<file path="config.mk">
export PLATFORM = sky130hd
export DESIGN_NAME = rvs_regs
export DESIGN_NICKNAME = d
export VERILOG_FILES = /design/src/shared/rvs_pkg.sv /design/src/rtl/rvs_regs.sv
export SDC_FILE = /design/constraint.sdc
export NUM_CORES = 1
export LEC_CHECK = 0
export ABC_CLOCK_PERIOD_IN_PS = 1700
export BUFFER_PORTS_ARGS = -buffer_cell sky130_fd_sc_hd__buf_2
export CELL_PAD_IN_SITES_DETAIL_PLACEMENT = 0
export CELL_PAD_IN_SITES_GLOBAL_PLACEMENT = 1
export CORE_UTILIZATION = 40
export DETAILED_ROUTE_END_ITERATION = 7
export GPL_TIMING_DRIVEN = 0
export MAX_ROUTING_LAYER = met4
export PLACE_DENSITY_LB_ADDON = 0.1
export SLEW_MARGIN = 25
export SYNTH_ARGS = -nofsm -noshare
export SYNTH_HDL_FRONTEND = slang
export SYNTH_SLANG_ARGS = --single-unit
</file>
<file path="constraint.sdc">
create_clock -name i_clock -period 1.7 [get_ports i_clock]
set_input_delay 0.34 -clock i_clock [delete_from_list [all_inputs] [get_ports i_clock]]
set_output_delay 0.34 -clock i_clock [all_outputs]
set_load 0.01 [all_outputs]
</file>
<file path="src/shared/rvs_pkg.sv">
// Package for the rail voltage select register bank
package rvs_pkg;

	// ************************************************************
	// Register offsets
	// ************************************************************
	localparam logic [7:0] RAIL5_SLEEP_OFS = 8'h97;
	localparam logic [7:0] RAIL6_NORMAL_OFS = 8'h98;
	localparam logic [7:0] RAIL6_SLEEP_OFS = 8'h99;
	localparam logic [7:0] AUX2_LEVELS_OFS = 8'h9a;
	localparam logic [7:0] AUX3_LEVELS_OFS = 8'h9b;

	// ************************************************************
	// Field positions
	// ************************************************************
	localparam int CODE7_MSB = 7;
	localparam int CODE7_LSB = 1;
	localparam int FALL_BIT = 0;
	localparam int AUX_SLEEP_MSB = 7;
	localparam int AUX_SLEEP_LSB = 4;
	localparam int AUX_NORMAL_MSB = 3;
	localparam int AUX_NORMAL_LSB = 0;
	localparam logic [7:0] UNMAPPED_READ = 8'h00;
	localparam logic [7:0] CONV_SLEEP_WMASK = 8'hfe;

	// ************************************************************
	// Rail indices for sleep control vectors
	// ************************************************************
	localparam int RAIL5_IDX = 0;
	localparam int RAIL6_IDX = 1;
	localparam int AUX2_IDX = 2;
	localparam int AUX3_IDX = 3;
	localparam int NUM_RAILS = 4;
	localparam int NUM_PINS = 2;
	localparam int NUM_VARIANTS = 4;

	// ************************************************************
	// Factory defaults, one entry per part variant
	// ************************************************************
	localparam logic [7:0] RAIL5_SLEEP_RST [NUM_VARIANTS] =
		'{8'h70, 8'he8, 8'h40, 8'he8};
	localparam logic [7:0] RAIL6_NORMAL_RST [NUM_VARIANTS] =
		'{8'hbe, 8'hdc, 8'h70, 8'h58};
	localparam logic [7:0] RAIL6_SLEEP_RST [NUM_VARIANTS] =
		'{8'hbe, 8'h8c, 8'h70, 8'h4c};
	localparam logic [7:0] AUX2_LEVELS_RST [NUM_VARIANTS] =
		'{8'hff, 8'haa, 8'haa, 8'h00};
	localparam logic [7:0] AUX3_LEVELS_RST [NUM_VARIANTS] =
		'{8'haa, 8'haa, 8'haa, 8'h00};
	localparam logic [2:0] PIN_SYNC_RST = 3'h7;

	// ************************************************************
	// Carriers
	// ************************************************************
	typedef struct packed {
		logic       wr;
		logic       rd;
		logic [7:0] addr;
		logic [7:0] wdata;
	} rvs_req_t;

	typedef struct packed {
		logic [6:0] rail_five_sleep_code;
		logic [6:0] rail_six_code;
		logic       rail_six_passive_fall;
		logic [3:0] aux_two_code;
		logic [3:0] aux_three_code;
	} rvs_levels_t;

endpackage : rvs_pkg

</file>
<file path="src/rtl/rvs_regs.sv">
// Rail voltage select register bank with sleep level selection
// Behaviour at a glance
// Bus strobes are taken on the edge where they are high; a read
// answers one cycle later and its data holds until the next read.
// A read and a write on one edge return the old contents.
// Unmapped writes vanish and unmapped reads answer zero, so a
// host probing the map never waits for an answer that never comes.
// Sleep pins are asynchronous and cost five edges to reach the
// outputs; enable and pin select changes cost one edge.
// Only the default set chosen by PART_VARIANT is ever loaded, so
// one netlist serves one part variant.
// The pin filter trades two edges of latency for immunity to
// single stage glitches on the board level sleep lines.
`timescale 1ns/1ps
`default_nettype none

// ************************************************************
// Sleep pin filter, one per pin
// ************************************************************
// Three flops and an agreement test; a glitch that lives in one
// stage only never reaches the sleep decision
module rvs_pin_filter #(
	parameter logic [2:0] SYNC_RST = 3'h7
) (
	input  wire logic i_clock,
	input  wire logic i_rst,
	input  wire logic i_pin,
	output logic      o_level
);

	logic [2:0] sync_q;
	logic [2:0] sync_d;
	logic       level_q;
	logic       level_d;

	// Level only moves once stages two and three agree
	always_comb begin
		sync_d  = {sync_q[1:0], i_pin};
		level_d = level_q;
		if (sync_q[1] == sync_q[2]) begin
			level_d = sync_q[2];
		end
	end

	// Reset to the idle high level, so no false sleep entry
	always_ff @(posedge i_clock) begin
		if (i_rst) begin
			sync_q  <= SYNC_RST;
			level_q <= SYNC_RST[2];
		end else begin
			sync_q  <= sync_d;
			level_q <= level_d;
		end
	end

	assign o_level = level_q; // Costs one edge of latency

endmodule : rvs_pin_filter

// ************************************************************
// Register bank
// ************************************************************
module rvs_regs #(
	parameter int PART_VARIANT = 0
) (
	input  wire logic                           i_clock,
	input  wire logic                           i_rst,
	input  wire rvs_pkg::rvs_req_t              i_req,
	input  wire logic [rvs_pkg::NUM_PINS-1:0]   i_sleep_pin_n,
	input  wire logic [rvs_pkg::NUM_RAILS-1:0]  i_sleep_en,
	input  wire logic [rvs_pkg::NUM_RAILS-1:0]  i_sleep_pin_sel,
	output logic [7:0]                          o_rdata,
	output logic                                o_rvalid,
	output rvs_pkg::rvs_levels_t                o_levels,
	output logic [rvs_pkg::NUM_RAILS-1:0]       o_in_sleep
);

	// ************************************************************
	// Register storage
	// ************************************************************
	logic [7:0] rail5_sleep_level_q;
	logic [7:0] rail5_sleep_level_d;
	logic [7:0] rail6_normal_level_q;
	logic [7:0] rail6_normal_level_d;
	logic [7:0] rail6_sleep_level_q;
	logic [7:0] rail6_sleep_level_d;
	logic [7:0] aux_ldo2_levels_q;
	logic [7:0] aux_ldo2_levels_d;
	logic [7:0] aux_ldo3_levels_q;
	logic [7:0] aux_ldo3_levels_d;
	logic [7:0] rdata_q;
	logic [7:0] rdata_d;
	logic       rvalid_q;
	logic       rvalid_d;

	// ************************************************************
	// Write decode
	// ************************************************************
	// Write decode; reserved bit 0 of converter sleep regs masked off
	always_comb begin
		rail5_sleep_level_d  = rail5_sleep_level_q;
		rail6_normal_level_d = rail6_normal_level_q;
		rail6_sleep_level_d  = rail6_sleep_level_q;
		aux_ldo2_levels_d    = aux_ldo2_levels_q;
		aux_ldo3_levels_d    = aux_ldo3_levels_q;
		if (i_req.wr) begin
			unique case (i_req.addr)
				rvs_pkg::RAIL5_SLEEP_OFS: begin
					rail5_sleep_level_d = i_req.wdata
						& rvs_pkg::CONV_SLEEP_WMASK;
				end
				rvs_pkg::RAIL6_NORMAL_OFS: begin
					rail6_normal_level_d = i_req.wdata;
				end
				rvs_pkg::RAIL6_SLEEP_OFS: begin
					rail6_sleep_level_d = i_req.wdata
						& rvs_pkg::CONV_SLEEP_WMASK;
				end
				rvs_pkg::AUX2_LEVELS_OFS: begin
					aux_ldo2_levels_d = i_req.wdata;
				end
				rvs_pkg::AUX3_LEVELS_OFS: begin
					aux_ldo3_levels_d = i_req.wdata;
				end
				default: begin
					// Unmapped writes are dropped
				end
			endcase
		end
	end

	// ************************************************************
	// Read decode
	// ************************************************************
	// Read decode; answer one cycle after the request
	always_comb begin
		rvalid_d = i_req.rd;
		rdata_d  = rdata_q;
		if (i_req.rd) begin
			unique case (i_req.addr)
				rvs_pkg::RAIL5_SLEEP_OFS: begin
					rdata_d = rail5_sleep_level_q;
				end
				rvs_pkg::RAIL6_NORMAL_OFS: begin
					rdata_d = rail6_normal_level_q;
				end
				rvs_pkg::RAIL6_SLEEP_OFS: begin
					rdata_d = rail6_sleep_level_q;
				end
				rvs_pkg::AUX2_LEVELS_OFS: begin
					rdata_d = aux_ldo2_levels_q;
				end
				rvs_pkg::AUX3_LEVELS_OFS: begin
					rdata_d = aux_ldo3_levels_q;
				end
				default: begin
					rdata_d = rvs_pkg::UNMAPPED_READ;
				end
			endcase
		end
	end

	// ************************************************************
	// Storage flops
	// ************************************************************
	// Defaults come from the variant table, not one fixed constant
	always_ff @(posedge i_clock) begin
		if (i_rst) begin
			rail5_sleep_level_q  <=
				rvs_pkg::RAIL5_SLEEP_RST[PART_VARIANT];
			rail6_normal_level_q <=
				rvs_pkg::RAIL6_NORMAL_RST[PART_VARIANT];
			rail6_sleep_level_q  <=
				rvs_pkg::RAIL6_SLEEP_RST[PART_VARIANT];
			aux_ldo2_levels_q    <=
				rvs_pkg::AUX2_LEVELS_RST[PART_VARIANT];
			aux_ldo3_levels_q    <=
				rvs_pkg::AUX3_LEVELS_RST[PART_VARIANT];
		end else begin
			rail5_sleep_level_q  <= rail5_sleep_level_d;
			rail6_normal_level_q <= rail6_normal_level_d;
			rail6_sleep_level_q  <= rail6_sleep_level_d;
			aux_ldo2_levels_q    <= aux_ldo2_levels_d;
			aux_ldo3_levels_q    <= aux_ldo3_levels_d;
		end
	end

	// ************************************************************
	// Read answer flops
	// ************************************************************
	// Kept apart from storage so a read never disturbs a register
	always_ff @(posedge i_clock) begin
		if (i_rst) begin
			rdata_q  <= rvs_pkg::UNMAPPED_READ;
			rvalid_q <= 1'b0;
		end else begin
			rdata_q  <= rdata_d;
			rvalid_q <= rvalid_d;
		end
	end

	// ************************************************************
	// Sleep pin filters
	// ************************************************************
	wire logic [rvs_pkg::NUM_PINS-1:0] pin_lvl;

	// One filter per pin; each drives only its own bit
	for (genvar p = 0; p < rvs_pkg::NUM_PINS; p++) begin : g_pin
		rvs_pin_filter #(
			.SYNC_RST(rvs_pkg::PIN_SYNC_RST)
		) i_rvs_pin_filter (
			.i_clock(i_clock),
			.i_rst  (i_rst),
			.i_pin  (i_sleep_pin_n[p]),
			.o_level(pin_lvl[p])
		);
	end

	// ************************************************************
	// Level selection towards the regulators
	// ************************************************************
	logic [rvs_pkg::NUM_RAILS-1:0] sleep_q;
	logic [rvs_pkg::NUM_RAILS-1:0] sleep_d;
	rvs_pkg::rvs_levels_t          levels_q;
	rvs_pkg::rvs_levels_t          levels_d;

	// Sleep means enabled and the assigned pin low
	always_comb begin
		for (int r = 0; r < rvs_pkg::NUM_RAILS; r++) begin
			sleep_d[r] = i_sleep_en[r]
				& ~pin_lvl[i_sleep_pin_sel[r]];
		end
	end

	// Cleared in reset, so no rail starts out in sleep
	always_ff @(posedge i_clock) begin
		if (i_rst) begin
			sleep_q <= '0;
		end else begin
			sleep_q <= sleep_d;
		end
	end

	// ************************************************************
	// Applied codes
	// ************************************************************

	// Uses sleep_d so the level and flag change together
	always_comb begin
		levels_d.rail_five_sleep_code = rail5_sleep_level_q[
			rvs_pkg::CODE7_MSB:rvs_pkg::CODE7_LSB];
		levels_d.rail_six_code = sleep_d[rvs_pkg::RAIL6_IDX]
			? rail6_sleep_level_q[
				rvs_pkg::CODE7_MSB:rvs_pkg::CODE7_LSB]
			: rail6_normal_level_q[
				rvs_pkg::CODE7_MSB:rvs_pkg::CODE7_LSB];
		levels_d.rail_six_passive_fall =
			rail6_normal_level_q[rvs_pkg::FALL_BIT];
		levels_d.aux_two_code = sleep_d[rvs_pkg::AUX2_IDX]
			? aux_ldo2_levels_q[
				rvs_pkg::AUX_SLEEP_MSB:rvs_pkg::AUX_SLEEP_LSB]
			: aux_ldo2_levels_q[
				rvs_pkg::AUX_NORMAL_MSB:rvs_pkg::AUX_NORMAL_LSB];
		levels_d.aux_three_code = sleep_d[rvs_pkg::AUX3_IDX]
			? aux_ldo3_levels_q[
				rvs_pkg::AUX_SLEEP_MSB:rvs_pkg::AUX_SLEEP_LSB]
			: aux_ldo3_levels_q[
				rvs_pkg::AUX_NORMAL_MSB:rvs_pkg::AUX_NORMAL_LSB];
	end

	// Registered so every output comes from a flop
	always_ff @(posedge i_clock) begin
		if (i_rst) begin
			levels_q <= '0;
		end else begin
			levels_q <= levels_d;
		end
	end

	// ************************************************************
	// Outputs
	// ************************************************************
	// Straight from the flops above, no logic after them
	assign o_rdata    = rdata_q;
	assign o_rvalid   = rvalid_q;
	assign o_levels   = levels_q;
	assign o_in_sleep = sleep_q;

endmodule : rvs_regs

`default_nettype wire

</file>
# After elaboration in Yosys (flattened, before gate mapping)
# Index checks and enable logic that the tools add are counted.
# totals
ff_bits	82
output_inout_bits	36
word_cells	53
# classes
order_cmp	4
n_eq_ne	7
n_mux	12
bitwise	8
n_reduce_logical	5
# op_table
op	count
$eq 8x8->1 const B	5
$pmux 8 s5	1
$reduce_and 2->1	5
$lt 1x2->1 const B	4
$mux 1	8
$mux 4	2
$mux 7	1
$and 1x1->1	4
$not 1->1	4
$eq 1x1->1	2

# Logic depth before layout (Yosys ltp)
# Gate-level depths: netlist of run 1.
# logic_depth
ltp_word	5
mapped_depth	6
mapped_depth_nobuf	4

# Cells and area by module
# A second synthesis of run 1 with hierarchy kept.
# unflattened
hier_cells	324
area_unflattened_um2	3154.3
# by_module_without_submodules
mod	instances	cells_per_inst	area_each_um2	seq_area_each_um2
rvs_regs	1	304	2924.1	1481.4
rvs_pin_filter	2	10	115.1	80.1

# Worst setup path after synthesis of run 1
# Ideal clock, no wire load.
# synth_timing
path_type	input port to flip-flop
startpoint	input i_req[14] (netlist name)
endpoint	register aux_ldo2_levels_q[1]
arrival_time_ps	1430
required_time_ps	1579
setup_slack_ps	149
stages	6
n_path_buf	2
cell_sequence	and4bb_1 > buf_6 > nand3_2 > or3b_1 > buf_6 > mux2i_1
# synth_between
elab_chain_len	2
# synth_rtl
item	line_no	text
start: declaration	rvs_regs.sv:68	input wire rvs_pkg::rvs_req_t i_req,
$eq 8x8->1	rvs_regs.sv:107	unique case (i_req.addr)
$reduce_and 2->1 (no source line)	-	
end signal: assignment	rvs_regs.sv:175	aux_ldo2_levels_q <=
end signal: assignment	rvs_regs.sv:183	aux_ldo2_levels_q <= aux_ldo2_levels_d;
end: declaration	rvs_regs.sv:87	logic [7:0] aux_ldo2_levels_q;
# Every way passes these cells.
# A chain may end at the register's enable or synchronous reset.

# Worst setup path in the final report of run 1
# layout_timing
startpoint	register g_pin[1].i_rvs_pin_filter.level_q
endpoint	register levels_q (netlist bit o_levels[12])
# layout_between
elab_chain_len	5
# layout_rtl
item	line_no	text
start: declaration	rvs_regs.sv:33	logic level_q;
start signal: assignment	rvs_regs.sv:49	level_q <= SYNC_RST[2];
start signal: assignment	rvs_regs.sv:52	level_q <= level_d;
$mux 1 (implied by the code) (2 in a row)	rvs_regs.sv:231	& ~pin_lvl[i_sleep_pin_sel[r]];
$not 1->1	rvs_regs.sv:231	
$and 1x1->1	rvs_regs.sv:231	
$mux 7	rvs_regs.sv:253	? rail6_sleep_level_q[
end signal: assignment	rvs_regs.sv:276	levels_q <= levels_d;
end: declaration	rvs_regs.sv:224	rvs_pkg::rvs_levels_t levels_q;
# Every way passes these cells. The select of a mux whose other input is x is not followed.

==> flow_summary_export.csv, run 1 <==
group,metric,value,unit
outcome,status,"finished, final reports clean",
timing,fin_crit,1.607,ns
power,pwr-share-comb,5.8,%
timing,fmaxAchievable,622.3,MHz
cts,cts_tree,"yes",
setup_path,start_kind,"register",
placed_design,port_buffers,65,
route,route.detailed.drc,0,
power,p_leak,1.725,nW
cells_and_area,fin_nets,433,
floorplan,die_x,90.54,um
timing,hold_ws,0.1613,ns
yosys,synth-seq-cells,82,
cts,cts_hold_buf,0,
timing,rsz0062_at_grt,"false",
placed_design,gp_congestion,0.8281,
global_routing,grt_pass1_vias,2456,
job,maxCapViolations,0,
yosys,synth_area_leaders,"dfxtp_1 52%, mux2i_1 11%, nor2_1 6.0%",
yosys,synth_nets,357,
yosys,ys_seq_area_share,52.35,%
cts,clock_tree.buffer_depth,2,
route,drt_iter0_drc,113,
power,switching_share,22.86,%
yosys,synth.most_common_cell,"dfxtp_1",
yosys,ys_warn_count,0,
setup_path,cp.arrival,1.84,ns
timing,worst_slew_pin_slew,0.6733,ns
timing,relSlewSlack,54.87,%
global_routing,grt.total_usage,21.58,%
route,vias,2585,
timing,setup_viol,0,
timing,fin_crit_sh,94.52,%
route,wirelength,8137,um
yosys,synth_area,0.003136,mm^2
cts,root_buffer,"clkbuf_8",
cells_and_area,area_growth,21.03,%
setup_path,critPathMaxFanout,8,
power,finalPower,3.689,mW
power,clock_power_share,41.2,%
route,drtPass1Iterations,4,
global_routing,antenna_found_initial,0,
power,ir_worst_vdd,0.6834,mV
cts,clk_latency,0.35,ns
placed_design,placed_area,0.003585,mm^2
power,internal_power,2.846,mW
cells_and_area,antenna_cells,0,
setup_path,r2r-start,"g_pin[1].i_rvs_pin_filter.o_level",
yosys,syn-mean-instance-area,9.589,um^2
global_routing,grt_pass1_wl,12960,um
yosys,synth_common_cells,"82 x dfxtp_1, 50 x nor2_1, 36 x mux2i_1",
cells_and_area,finalInstanceArea,0.003795,mm^2
power,power_density,972.1,mW/mm^2
power,p_switching,843.4,uW
floorplan,start_util,42.32,%
yosys,synth_edf_count,0,
floorplan,die_area,0.008197,mm^2
cells_and_area,fin_cells,506,
power,seqPwrFrac,53.0,%
setup_path,worstPathRequired,1.94,ns
timing,setup_tns,0,ns
route,routedWlPerCell,16.08,um
route,ant_nets,0,
floorplan,num_rows,31,
floorplan,die_h,90.54,um
setup_path,crit_path_end_kind,"register",
yosys,ys.flop_type,"dfxtp_1",
yosys,synth_top_area_share,52.35,%
min_path,worstHoldStart,"i_sleep_pin_n[0]",
timing,fin_skew,0.007464,ns
cts,numCtsBuffers,9,
yosys,synth_cell_types,33,
min_path,hp-class,"in -> reg",
cts,cts_num_sinks,82,
yosys,synth_area_leader_cell,"dfxtp_1",
placed_design,dp_cells,491,
floorplan,io_pins,66,
global_routing,grt.overflow.total,0,
placed_design,dp_hpwl,5938,um
yosys,async_reset_ff_share,0,%
cts,htree_levels,3,
min_path,hold_path_depth,2,
yosys,netlist_instances,327,
setup_path,r2r_cells,4,
timing,hold_violations,0,
setup_path,path_class,"reg -> reg",
route,routed_via_density,5.109,
timing,finalMaxSlewViolations,0,
cells_and_area,drive_above_1_share,23.59,%
global_routing,grt_max_degree,14,
floorplan,core-area,0.007408,mm^2
cts,path_clk_slew,0.08,ns
setup_path,crit_start,"g_pin[1].i_rvs_pin_filter.o_level",
==> cells by family (layout without fill, tap and decap cells) <==
group,Yosys count,in the layout,synth area share (%)
and+or+nand+nor,133,133,20.39
muxes,38,38,12.57
buffers and inverters,24,104,3.511
AOI/OAI and AO/OA,50,50,11.17
DFF,82,82,52.35
==> registers in the layout, summed over array words and instances, names as in the netlist <==
signal / flops
o_levels: 23
o_rvalid: 1
g_pin.i_rvs_pin_filter.sync_q: 6
aux_ldo2_levels_q: 8
o_rdata: 8
rail6_normal_level_q: 8
g_pin.i_rvs_pin_filter.o_level: 2
aux_ldo3_levels_q: 8
rail6_sleep_level_q: 7
rail5_sleep_level_q: 7
o_in_sleep: 4
==> through the flow <==
step	setup slack, ns	util [%]
6_report	0.09313	51.22
5_1_grt	0.07377	51.22
4_1_cts	0.05717	51.19
3_5_place_dp	-0.1140	48.39
3_3_place_gp	-0.1069	48.39
2_1_floorplan	0.1488	-
==> cells in the final DEF (no fill, tap or decap), drive strengths merged <==
cell type / count
or2: 6
and3: 1
or3b: 1
o2bb2ai: 7
nor3: 1
a211o: 9
o21ai: 7
clkbuf: 24
and4b: 1
nor2b: 10
dfxtp: 82
o211ai: 1
o21bai: 2
inv: 4
mux2i: 36
nor2: 50
a22oi: 1
a21oi: 17
buf: 71
clkinvlp: 2
and4bb: 1
nor3b: 1
a222oi: 6
and2b: 1
and2: 3
nand3b: 4
nand3: 21
nand2: 28
mux2: 1
nand2b: 1
mux4: 1
clkinv: 1
bufinv: 2
nand4: 3
==> power by group through the flow <==
stage	logic, mW	clock network, mW	registers (mW)
after global routing	0.238	1.65	1.96
after floorplan	0.0955	0	2.01
after detailed placement	0.216	0	2.00
after CTS	0.218	1.55	1.96
final	0.216	1.52	1.95
after global placement	0.215	0	2.00
==> metal layers <==
metal,part of all wire (%),vias to the layer above,routed length (um),GRT usage [%]
met5,0,-,0,-
met4,2.0,0,166,9.677
met3,4.7,13,380,3.367
met2,45,74,3661,32.77
met1,48,1210,3928,28.32
li1,-,1288,-,-
==> worst paths after layout <==
kind	to	slack [ns]
max	o_levels[12]	0.09
min	g_pin[0].i_rvs_pin_filter.sync_q[0]	0.16
max reg2reg	o_levels[12]	0.09
min reg2reg	g_pin[1].i_rvs_pin_filter.sync_q[1]	0.42
==> worst max-delay path: stages, from the launching register on <==
cell and delay, ns:
dfxtp_1 0.36, mux2i_1 0.42, nand2_2 0.29, mux2i_1 0.35, nor2_1 0.07
==> cell type report <==
class / count / area, um^2
fill: 748 / 3613
multi-input combinational: 221 / 1386
inverter: 4 / 15.01
clock buffer: 10 / 127.6
buffer: 20 / 95.09
sequential: 82 / 1642
timing repair buffer: 65 / 325.3
tap: 99 / 123.9
clock inverter: 5 / 80.08
==> what timing repair did <==
action | CTS | global route
buffers inserted | 0 | 0
resized for setup | 0 | 1
setup endpoints to repair | 0 | 3
Power figures use the tool's default switching activity.
==> run 2: changes to the inputs <==
--- a/config.mk
+++ b/config.mk
@@ -13,8 +13,9 @@
 export DETAILED_ROUTE_END_ITERATION = 7
 export GPL_TIMING_DRIVEN = 0
 export MAX_ROUTING_LAYER = met4
-export PLACE_DENSITY_LB_ADDON = 0.1
+export PLACE_DENSITY_LB_ADDON = 0.3
 export SLEW_MARGIN = 25
 export SYNTH_ARGS = -nofsm -noshare
 export SYNTH_HDL_FRONTEND = slang
+export SYNTH_HIERARCHICAL = 1
 export SYNTH_SLANG_ARGS = --single-unit
==> flow_summary_export.csv, run 2 <==
group,metric,value,unit
outcome,status,"finished, final reports clean",
yosys,ys_warn_count,6,
cts,cts_tree,"yes",
yosys,ys.flop_type,"dfxtp_1",
cts,clk_latency,0.35,ns
route,route.detailed.drc,0,
global_routing,grt_pass1_vias,2464,
cells_and_area,mostFrequentLayoutCell,"dfxtp_1",
placed_design,dp_hpwl,5875,um
cells_and_area,finalInstanceArea,0.003801,mm^2
placed_design,dp_cells,490,
route,ant_nets,0,
timing,worst_slew_pin_slew,0.5932,ns
cells_and_area,largest_register_ffs,23,
global_routing,grt.overflow.total,0,
route,vias,2626,
route,routed_via_density,5.190,
setup_path,critPathMaxFanout,10,
setup_path,path_buf_inv,3,
floorplan,die_x,90.80,um
timing,relSlewSlack,60.46,%
global_routing,grt_pass1_wl,13000,um
route,drtPass1Iterations,4,
yosys,synth.most_common_cell,"dfxtp_1",
power,power_density,931.8,mW/mm^2
route,routedWlPerCell,16.20,um
power,p_leak,1.690,nW
setup_path,worstPathRequired,1.94,ns
floorplan,num_rows,32,
job,maxCapViolations,0,
cells_and_area,fin_util,49.45,%
yosys,synth_top_area_share,52.04,%
timing,fin_crit,1.474,ns
timing,setup_viol,0,
timing,worst_slack,0.2263,ns
yosys,synth_cell_types,31,
setup_path,cp.arrival,1.71,ns
cells_and_area,antenna_cells,0,
placed_design,gp_congestion,0.8614,
floorplan,start_util,41.03,%
yosys,synth_area_leader_cell,"dfxtp_1",
timing,rsz0062_at_grt,"false",
min_path,hp-class,"in -> reg",
yosys,ys_seq_area_share,52.04,%
yosys,synth_nets,354,
cts,htree_levels,3,
timing,fin_crit_sh,86.69,%
power,finalPower,3.542,mW
floorplan,io_pins,66,
floorplan,core-area,0.007687,mm^2
route,drt_iter0_drc,127,
placed_design,placed_area,0.003602,mm^2
power,ir_worst_vdd,0.3977,mV
setup_path,crit_chain,"buf_2 -> and4bb_2 -> buf_4 -> nand4_1 -> buf_2 -> a211o_1",
yosys,netlist_instances,324,
setup_path,start_kind,"input pin",
route,wirelength,8195,um
cells_and_area,fin_nets,429,
floorplan,die_area,0.008245,mm^2
yosys,synth_area_leaders,"dfxtp_1 52%, a211o_1 7.5%, mux2i_1 4.8%",
setup_path,crit_path_end_kind,"register",
yosys,synth_common_cells,"82 x dfxtp_1, 36 x nor2_1, 27 x a211o_1",
floorplan,die_h,90.80,um
placed_design,port_buffers,64,
yosys,synth-seq-cells,82,
cts,root_buffer,"clkbuf_8",
setup_path,critical-path-max-stage-delay,0.34,ns
yosys,synth_area,0.003154,mm^2
setup_path,critical-path-top-delay-family,"buffers and inverters",
cells_and_area,layout_common_cells,"82 x dfxtp_1, 72 x buf_2, 36 x nor2_1",
timing,fin_skew,0.007183,ns
cts,numCtsBuffers,9,
setup_path,path_class,"in -> reg",
placed_design,dpl_worst_slack,-0.2025,ns
yosys,syn-mean-instance-area,9.735,um^2
global_routing,grt.total_usage,21.51,%
cells_and_area,drive_above_1_share,25.25,%
timing,finalMaxSlewViolations,0,
timing,hold_violations,0,
setup_path,slowest_stage,"and4bb_2",
global_routing,grt_max_degree,14,
cells_and_area,area_growth,20.51,%
cells_and_area,fin_cells,506,
cts,cts_num_sinks,82,
cts,post_cts_buffers,0,
timing,fmaxAchievable,678.6,MHz
cts,path_clk_slew,0.08,ns
cts,clock_tree.buffer_depth,2,
yosys,synth_edf_count,0,
setup_path,crit_top_cell,"buf_2",
global_routing,antenna_found_initial,0,
yosys,async_reset_ff_share,0,%
-- run 2: cell types whose count changed after synthesis, sizes merged, moves of 7 or more --
cell | previous run | this run
buf | 6 | 14
nand4 | 3 | 11
a22o | 0 | 7
mux2 | 1 | 8
o21ai | 7 | 0
nor2 | 50 | 37
mux2i | 36 | 15
nand2 | 28 | 19
clkbuf | 14 | 6
a211o | 9 | 27
nor2b | 10 | 20
-- run 2: cells by family after synthesis --
kind of cell / count (synthesis) / synth area share, %
AND/OR/NAND/NOR: 122 / 19.52
multiplexers: 23 / 7.616
buffers and inverters: 27 / 4.126
flip-flops: 82 / 52.04
AO/OA/AOI/OAI: 70 / 16.70
-- run 2: per-layer routing --
metal,up-vias,track usage [%],wire length [um],part of all wire [%]
met5,-,-,0,0
met4,0,9.127,173,2.1
met3,13,3.283,550,6.7
met2,81,33.27,3750,46
met1,1227,27.98,3720,45
li1,1305,-,-,-
-- run 2: worst paths after layout --
| kind | start | end | slack (ns) | cells past startpoint |
|---|---|---|---|---|
| worst max-delay path | i_req[13] | aux_ldo3_levels_q[3] | 0.23 | 6 |
| worst min register to register | g_pin[1].i_rvs_pin_filter/sync_q[0] | g_pin[1].i_rvs_pin_filter/sync_q[1] | 0.41 | 1 |
| worst max register to register | g_pin[1].i_rvs_pin_filter/o_level | o_levels[9] | 0.34 | 4 |
| worst min-delay path | i_sleep_pin_n[1] | g_pin[1].i_rvs_pin_filter/sync_q[0] | 0.16 | 2 |
-- run 2: worst reg2reg max path: cells and delay by family (launching register included) --
kind	cells	cell delay, ns
multiplexers	1	0.33
AND/OR/NAND/NOR	2	0.42
flip-flops	1	0.39
AO/OA/AOI/OAI	1	0.09
-- run 2: repair_timing --
| action | CTS | global route |
|---|---|---|
| gates resized for setup | 1 | 1 |
| endpoints found under the setup margin | 7 | 2 |
| hold buffers | 0 | 0 |
| pin swaps | 0 | 0 |
-- run 2: final cells by class --
class	count	area, um^2
Fill cell	763	3886
Sequential cell	82	1642
Multi-Input combinational cell	215	1395
Timing Repair Buffer	64	320.3
Clock buffer	11	131.4
Tap cell	102	127.6
Buffer	20	103.9
Clock inverter	5	55.05
Inverter	7	26.28
-- run 2: per-stage QoR --
step	hold slack [ns]	TNS [ns]
after floorplan	0.3854	0
after global placement	0.3892	-4.112
after detailed placement	0.4008	-3.856
after CTS	0.1505	0
after global routing	0.1591	0
final	0.1611	0
-- run 2: where the power goes --
part	internal [mW]	switching [mW]
logic	0.0805	0.143
registers	1.95	0.00822
clock network	0.675	0.687
